File: src/design/rowc_pkg.sv
// Constants and types of the reset and oscillator wake control block
package rowc_pkg;
    // Clock period in nanoseconds (100 MHz)
    localparam int CLK_PERIOD_NS = 10;
    // Longest reset event after power-up, in milliseconds
    localparam int RESET_HOLD_MS = 150;
    // Reset hold in cycles, longest time rounds down
    localparam int RESET_HOLD_CYC = RESET_HOLD_MS * 1000000 / CLK_PERIOD_NS;
    // Command word width and the software reset code
    localparam int CMD_W = 16;
    localparam logic [15:0] CMD_SW_RESET = 16'hFF00;
    // Low battery detector command: top byte code and mode bit position
    localparam logic [7:0] CMD_LOWBAT_CODE = 8'hC2;
    localparam int LOWBAT_MODE_BIT = 6;
    // Default push-button debounce length, in cycles
    localparam int DEBOUNCE_CYC = 16;
    // Number of push-button inputs
    localparam int NUM_BUTTONS = 4;
    // Sequencer states
    typedef enum logic [1:0] {
        ROWC_RESET = 2'b00,
        ROWC_IDLE = 2'b01,
        ROWC_BUSY = 2'b10,
        ROWC_HOLD = 2'b11
    } rowc_state_t;
endpackage

File: src/design/rowc_event_mem.sv
`timescale 1ns/1ps
// Small pending-event store: one flag per event source, registered read
module rowc_event_mem #(
    parameter int N = 6
) (
    input wire logic clock_i,
    input wire logic rst_i,
    input wire logic [N-1:0] set_i,
    input wire logic [N-1:0] clr_i,
    output logic [N-1:0] pend_o
);
    logic [N-1:0] flags;

    initial begin
        if (N < 1) begin
            $error("rowc_event_mem: N must be at least one");
        end
    end

    // Set wins over clear so an event never gets lost
    always_ff @(posedge clock_i) begin
        if (rst_i) begin
            flags <= '0;
        end else begin
            flags <= (flags & ~clr_i) | set_i;
        end
    end

    // Registered read port
    always_ff @(posedge clock_i) begin
        if (rst_i) begin
            pend_o <= '0;
        end else begin
            pend_o <= (flags & ~clr_i) | set_i;
        end
    end
endmodule // rowc_event_mem

File: src/design/rowc_reset_osc_ctrl.sv
`timescale 1ns/1ps
// Reset sequencing and oscillator wake control of a low-power transmitter
// Notes on behaviour
// - Power-on, a supply glitch or the software reset command resets it.
// - During a reset event, up to 150 ms, serial commands are ignored.
// - Sensitive mode is default; normal mode disables glitch resets.
// - Low battery command with bit 6 set selects normal reset mode.
// - Any reset restores defaults, so sensitive mode returns.
// - Command word FF00h performs a reset equal to power-on reset.
// - Events are processed one at a time and buttons are debounced.
// - The oscillator is switched on for an event when off, then off.
// - Two wake events keep the oscillator on until a status read.
module rowc_reset_osc_ctrl
    import rowc_pkg::*;
#(
    parameter int HOLD_CYC = RESET_HOLD_CYC,
    parameter int DEB_CYC = DEBOUNCE_CYC,
    parameter int NB = NUM_BUTTONS
) (
    input wire logic clock_i,
    input wire logic rst_i,
    input wire logic por_i,
    input wire logic glitch_i,
    input wire logic cmd_valid_i,
    input wire logic [CMD_W-1:0] cmd_word_i,
    input wire logic timer_wake_i,
    input wire logic lowbat_wake_i,
    input wire logic status_read_i,
    input wire logic [NB-1:0] push_button_input_i,
    output logic in_reset_o,
    output logic sensitive_mode_o,
    output logic osc_on_o,
    output logic event_busy_o,
    output logic [NB-1:0] button_state_o,
    output logic cmd_taken_o
);
    localparam int NE = 6;
    localparam int EV_TIMER = 0;
    localparam int EV_LOWBAT = 1;
    localparam int EV_PRESS = 2;
    localparam int EV_RELEASE = 3;
    localparam int EV_STATUS = 4;
    localparam int EV_POR = 5;
    localparam int HW = $clog2(HOLD_CYC + 1);
    localparam int DW = $clog2(DEB_CYC + 1);

    rowc_state_t state;
    rowc_state_t next_state;
    logic [HW-1:0] hold_cnt;
    logic reset_req;
    logic [NE-1:0] ev_set;
    logic [NE-1:0] ev_clr;
    logic [NE-1:0] pend;
    logic [NB-1:0] btn_stable;
    logic [NB-1:0] btn_press;
    logic [NB-1:0] btn_release;
    logic wake_unacked;
    logic wake_double;
    logic por_seen;

    initial begin
        if (HOLD_CYC < 1 || DEB_CYC < 1 || NB < 1) begin
            $error("rowc_reset_osc_ctrl: bad parameter value");
        end
    end

    // Wake events are timer, low battery, press and power-on
    function automatic logic is_wake(input logic [NE-1:0] v);
        return v[EV_TIMER] | v[EV_LOWBAT] | v[EV_PRESS] | v[EV_POR];
    endfunction

    assign reset_req = por_i | (glitch_i & sensitive_mode_o)
        | (cmd_valid_i && state != ROWC_RESET && cmd_word_i == CMD_SW_RESET);

    // Reset hold counter, restarts on each reset request
    always_ff @(posedge clock_i) begin
        if (rst_i || reset_req) begin
            hold_cnt <= HW'(HOLD_CYC);
        end else if (hold_cnt != '0) begin
            hold_cnt <= hold_cnt - HW'(1);
        end
    end

    // Main sequencer: reset, idle, event service, double-wake hold
    always_comb begin
        next_state = state;
        unique case (state)
            ROWC_RESET: begin
                if (hold_cnt == HW'(1)) begin
                    next_state = ROWC_IDLE;
                end
            end
            ROWC_IDLE: begin
                if (pend != '0) begin
                    next_state = ROWC_BUSY;
                end
            end
            ROWC_BUSY: begin
                if (wake_double) begin
                    next_state = ROWC_HOLD;
                end else if (pend == '0) begin
                    next_state = ROWC_IDLE;
                end
            end
            ROWC_HOLD: begin
                if (!wake_double && pend == '0) begin
                    next_state = ROWC_IDLE;
                end else if (!wake_double) begin
                    next_state = ROWC_BUSY;
                end
            end
        endcase
    end

    // any reset returns to the reset state
    always_ff @(posedge clock_i) begin
        if (rst_i || reset_req) begin
            state <= ROWC_RESET;
        end else begin
            state <= next_state;
        end
    end

    always_ff @(posedge clock_i) begin
        if (rst_i || reset_req) begin
            in_reset_o <= 1'b1;
        end else begin
            in_reset_o <= (next_state == ROWC_RESET);
        end
    end

    always_ff @(posedge clock_i) begin
        if (rst_i || reset_req) begin
            cmd_taken_o <= 1'b0;
        end else begin
            cmd_taken_o <= cmd_valid_i && state != ROWC_RESET;
        end
    end

    // sensitive by default after any reset
    always_ff @(posedge clock_i) begin
        if (rst_i || reset_req) begin
            sensitive_mode_o <= 1'b1;
        end else if (cmd_valid_i && state != ROWC_RESET
                && cmd_word_i[CMD_W-1 -: 8] == CMD_LOWBAT_CODE
                && cmd_word_i[LOWBAT_MODE_BIT]) begin
            sensitive_mode_o <= 1'b0;
        end
    end

    // Power-on counts as a wake event once the reset window ends
    always_ff @(posedge clock_i) begin
        if (rst_i || por_i) begin
            por_seen <= 1'b0;
        end else if (state == ROWC_RESET && next_state == ROWC_IDLE) begin
            por_seen <= 1'b1;
        end else begin
            por_seen <= 1'b0;
        end
    end

    genvar g;
    generate
        for (g = 0; g < NB; g++) begin : g_btn
            logic [DW-1:0] deb_cnt;
            always_ff @(posedge clock_i) begin
                if (rst_i || reset_req) begin
                    deb_cnt <= '0;
                    btn_stable[g] <= 1'b0;
                end else if (push_button_input_i[g] == btn_stable[g]) begin
                    deb_cnt <= '0;
                end else if (deb_cnt == DW'(DEB_CYC - 1)) begin
                    deb_cnt <= '0;
                    btn_stable[g] <= push_button_input_i[g];
                end else begin
                    deb_cnt <= deb_cnt + DW'(1);
                end
            end
            assign btn_press[g] = !btn_stable[g] && push_button_input_i[g]
                && deb_cnt == DW'(DEB_CYC - 1);
            assign btn_release[g] = btn_stable[g] && !push_button_input_i[g]
                && deb_cnt == DW'(DEB_CYC - 1);
        end
    endgenerate

    // Event sources outside reset
    always_comb begin
        ev_set = '0;
        if (state != ROWC_RESET) begin
            ev_set[EV_TIMER] = timer_wake_i;
            ev_set[EV_LOWBAT] = lowbat_wake_i;
            ev_set[EV_PRESS] = |btn_press;
            ev_set[EV_RELEASE] = |btn_release;
            ev_set[EV_STATUS] = status_read_i;
        end
        ev_set[EV_POR] = por_seen;
    end

    // serve lowest pending event first, one per cycle
    always_comb begin
        ev_clr = '0;
        if (state == ROWC_BUSY) begin
            ev_clr = pend & (~pend + NE'(1));
        end
    end

    rowc_event_mem #(
        .N(NE)
    ) u_events (
        .clock_i(clock_i),
        .rst_i(rst_i || reset_req),
        .set_i(ev_set),
        .clr_i(ev_clr),
        .pend_o(pend)
    );

    // track unacknowledged wake events; set wins over status read
    always_ff @(posedge clock_i) begin
        if (rst_i || reset_req) begin
            wake_unacked <= 1'b0;
            wake_double <= 1'b0;
        end else if (is_wake(ev_set)) begin
            wake_unacked <= 1'b1;
            if (wake_unacked && !status_read_i) begin
                wake_double <= 1'b1;
            end
        end else if (status_read_i) begin
            wake_unacked <= 1'b0;
            wake_double <= 1'b0;
        end
    end

    // oscillator runs while anything is pending or being served
    always_ff @(posedge clock_i) begin
        if (rst_i || reset_req) begin
            osc_on_o <= 1'b0;
            event_busy_o <= 1'b0;
        end else begin
            osc_on_o <= next_state == ROWC_BUSY || next_state == ROWC_HOLD
                || ev_set != '0;
            event_busy_o <= next_state == ROWC_BUSY;
        end
    end

    // Debounced button levels
    always_ff @(posedge clock_i) begin
        if (rst_i) begin
            button_state_o <= '0;
        end else begin
            button_state_o <= btn_stable;
        end
    end
endmodule // rowc_reset_osc_ctrl

File: config.mk
export PLATFORM = sky130hd
export DESIGN_NAME = rowc_reset_osc_ctrl
export DESIGN_NICKNAME = d
export VERILOG_FILES = /design/src/design/rowc_pkg.sv /design/src/design/rowc_event_mem.sv /design/src/design/rowc_reset_osc_ctrl.sv
export SDC_FILE = /design/constraint.sdc
export NUM_CORES = 1
export LEC_CHECK = 0
export BUFFER_PORTS_ARGS = -buffer_cell sky130_fd_sc_hd__buf_4
export CORE_UTILIZATION = 25
export CTS_CLUSTER_SIZE = 20
export DETAILED_ROUTE_END_ITERATION = 8
export PLACE_DENSITY = 0.4
export REMOVE_ABC_BUFFERS = 1
export SETUP_SLACK_MARGIN = 0.02
export SKIP_CTS_REPAIR_TIMING = 1
export SLEW_MARGIN = 40
export SYNTH_ARGS = -nofsm -noshare
export SYNTH_HDL_FRONTEND = slang
export SYNTH_SLANG_ARGS = --single-unit
export TNS_END_PERCENT = 1
File: constraint.sdc
create_clock -name clock_i -period 2.37 [get_ports clock_i]
set_input_delay 0.1185 -clock clock_i [delete_from_list [all_inputs] [get_ports clock_i]]
set_output_delay 0.1185 -clock clock_i [all_outputs]
set_load 0.01 [all_outputs]
==> flow_metrics.py <==
metrics = {
    "cells_and_area": {
        "multi_input_area_um2": 1610,
        "register_area_um2": 1360,
        "num_antenna_cells": 0,
        "layout-drive-gt1-share": 0.168,
        "syn_to_final_growth_pct": 27.1,
        "fillers": 1276,
        "nets": 446,
        "stdcell_area_um2": 3910,
        "final_core_utilization": 0.326,
    },
    "critical_path": {
        "worstRegToRegCells": 6,
        "path_class": "reg -> reg",
        "arrival_ns": 2.38,
        "crit_family": "simple AND/OR/NAND/NOR gates",
        "slowest_stage": "or4b_2",
        "r2r-start": "hold_cnt[0]",
        "end_kind": "register",
        "worstPathRequired_ns": 2.65,
        "r2r-end": "hold_cnt[18]",
        "path_cells": "inv_1 -> ha_1 -> nor3b_2 -> nand4_1 -> or4b_2 -> nand3_1",
        "path_max_fanout": 7,
        "path_buf_inv": 1,
        "reg2reg_slack_ns": 0.26,
        "cp-start-kind": "register",
        "max_stage_delay_ns": 0.71,
    },
    "route": {
        "ant_nets": 0,
        "routed_wl_mm": 7.04,
        "wl_per_cell_um": 12.8,
        "drt_pass1_iterations": 4,
        "drc": 0,
        "via_per_inst": 4.70,
        "vias": 2591,
        "first_iter_violations": 115,
    },
    "timing": {
        "fmax_mhz": 474,
        "worst_pin_slew_ns": 0.539,
        "rsz0062_at_grt": "false",
        "setup_tns_ns": 0,
        "hold_violations": 0,
        "maxSlewHeadroom": 0.641,
        "finalCriticalPeriod_ns": 2.11,
        "setup_viol": 0,
        "clock_skew_ns": 0.00607,
        "holdWs_ns": 0.0386,
        "fin_crit_sh": 0.890,
        "maxSlewViolCount": 0,
    },
    "pwr": {
        "leakage_uw": 0.00149,
        "switchingPower_uw": 560,
        "clock_power_share": 0.526,
        "p_int_uw": 2160,
        "p_sw_frac": 0.206,
        "comb_power_share": 0.047,
        "p_seq_frac": 0.427,
        "p_per_area_nw_per_um2": 696,
        "ir_worst_vdd_v": 0.000287,
    },
    "floorplan": {
        "die_area_um2": 12800,
        "die_x_um": 113,
        "std_cell_rows": 40,
        "die_y_um": 113,
        "start_util": 0.256,
        "ios": 37,
        "core_um2": 12000,
    },
    "grt": {
        "grt_pass1_vias": 2437,
        "track_usage": 0.121,
        "grt_pass1_wl_mm": 11.9,
        "globalRouteOverflowTotal": 0,
        "grt_antenna_before_repair": 0,
        "grt_max_degree": 13,
    },
    "placement": {
        "portBuffers": 36,
        "place_area_um2": 3570,
        "place_congestion": 0.764,
        "post-dp-hpwl_mm": 5.25,
    },
    "cts": {
        "cts-htree-levels": 3,
        "insertion_delay_ns": 0.34,
        "tritoncts": "done",
        "clk_pin_slew_ns": 0.05,
        "clock_sinks": 68,
        "cts_made_buffers": 9,
        "cts_root_buf": "clkbuf_16",
        "cts.path.max_buffers": 2,
    },
    "min_path": {
        "hold_end": "cmd_taken_o",
        "hold_class": "in -> reg",
        "hp-start": "cmd_valid_i",
        "min_path_cells": 2,
    },
    "synthesis": {
        "seq_area_frac_synth": 0.442,
        "synth-seq-cells": 68,
        "synth_top_area_cell": "dfxtp_1",
        "synthFlopType": "dfxtp_1",
        "synth_area_um2": 3080,
        "synth_edf_count": 0,
        "synth_cell_types": 48,
        "synth_top_area_share": 0.442,
        "ys_top_cells_by_area": "dfxtp_1 44%, ha_1 7.7%, nor2_1 6.5%",
        "async_flop_share": 0,
        "netlist_instances": 350,
        "synth_warnings": 0,
        "synth_area_per_cell_um2": 8.80,
    },
    "run": {
        "drv_cap": 0,
    },
    "outcome": {
        "status": "completed",
    },
}
metal layers:
layer,wire length (µm),GRT usage,vias to the layer above
li1,-,-,1349
met1,3710,0.163,1188
met2,2850,0.173,42
met3,295,0.0354,12
met4,182,0.0684,0
met5,0,0,-
metrics by stage:
| step | setup slack, ns | std cells | power (µW) |
|---|---|---|---|
| after floorplan | -0.0717 | 341 | 1250 |
| after global placement | 0.255 | 533 | 1310 |
| after detailed placement | 0.191 | 533 | 1310 |
| after CTS | 0.153 | 549 | 2770 |
| after global routing | 0.0907 | 551 | 2830 |
| final | 0.261 | 551 | 2720 |
registers in the layout (all words and copies together), names as in the netlist:
register          cells
wake_double           1
g_btn.deb_cnt        20
hold_cnt             24
in_reset_o            1
btn_stable            4
u_events.pend_o       6
event_busy_o          1
sensitive_mode_o      1
wake_unacked          1
button_state_o        4
state                 2
por_seen              1
cmd_taken_o           1
osc_on_o              1
layout make-up:
type / instances / share of cell area
tap: 147 / 0.0470
sequential: 68 / 0.348
clock buffer: 12 / 0.0630
inverter: 22 / 0.0211
timing repair buffer: 47 / 0.0914
clock inverter: 4 / 0.0185
multi-input combinational: 251 / 0.411
worst register-to-register path, cell delays in order (launching register included):
cell,delay (ns)
dfxtp_1,0.37
inv_1,0.14
ha_1,0.25
nor3b_2,0.23
nand4_1,0.26
or4b_2,0.71
nand3_1,0.10
cells in the mapped netlist (4+ instances only):
cell type   n
o21ai_0    14
clkbuf_1    7
or3_1       9
nor3_1     11
a21oi_1    19
nor3b_1     4
a22oi_1     4
o41ai_1     4
nor4_1     11
xnor2_1     9
xor2_1      8
inv_1      22
nor2_1     53
a31oi_1     5
nand4_1     7
nand2_1    18
and3_1      7
ha_1       19
nand3_1     9
nor4b_1     4
dfxtp_1    68
cells by family after synthesis:
family / synth area share
multiplexers: 0.00325
buffers and inverters: 0.0386
AO/OA/AOI/OAI: 0.124
XOR/XNOR: 0.0483
AND/OR/NAND/NOR: 0.267
flip-flops: 0.442
adder cells (fa/ha/maj): 0.0772
power groups by stage:
stage | Sequential (µW) | Combinational [µW] | Clock [µW]
detailed placement | 1190 | 125 | 0
global route | 1160 | 143 | 1520
global placement | 1190 | 126 | 0
CTS | 1160 | 126 | 1480
finish | 1160 | 127 | 1430
floorplan | 1180 | 60.2 | 0
worst max-delay path by stage:
stage | start | end | slack [ns] | depth (start not counted)
after floorplan | state[1] | g_btn[0].deb_cnt[2] | -0.07 | 5
after global placement | hold_cnt[0] | hold_cnt[18] | 0.26 | 6
after detailed placement | hold_cnt[0] | hold_cnt[18] | 0.19 | 6
after CTS | hold_cnt[0] | hold_cnt[18] | 0.15 | 6
after global routing | hold_cnt[0] | hold_cnt[18] | 0.09 | 6
final | hold_cnt[0] | hold_cnt[18] | 0.26 | 6
cell usage in the layout (no fill, tap or decap), types with 3 or more instances in the layout:
cell type and count:
dfxtp_1 68, a21oi_1 19, nand4_1 7, nor4b_1 4
nor3b_1 3, nand3_1 9, and3_1 7, ha_1 19
o21a_1 3, nand3b_1 3, o41ai_1 4, inv_1 22
nor4_1 11, clkbuf_16 9, or4_1 3, or3_1 9
a211oi_1 3, a31oi_1 5, buf_4 45, xor2_1 8
a22oi_1 4, xnor2_1 9, nor3_1 11, nor2_1 53
nand2_1 18, o21ai_0 14
No activity file was read; power rests on OpenSTA's default activity.
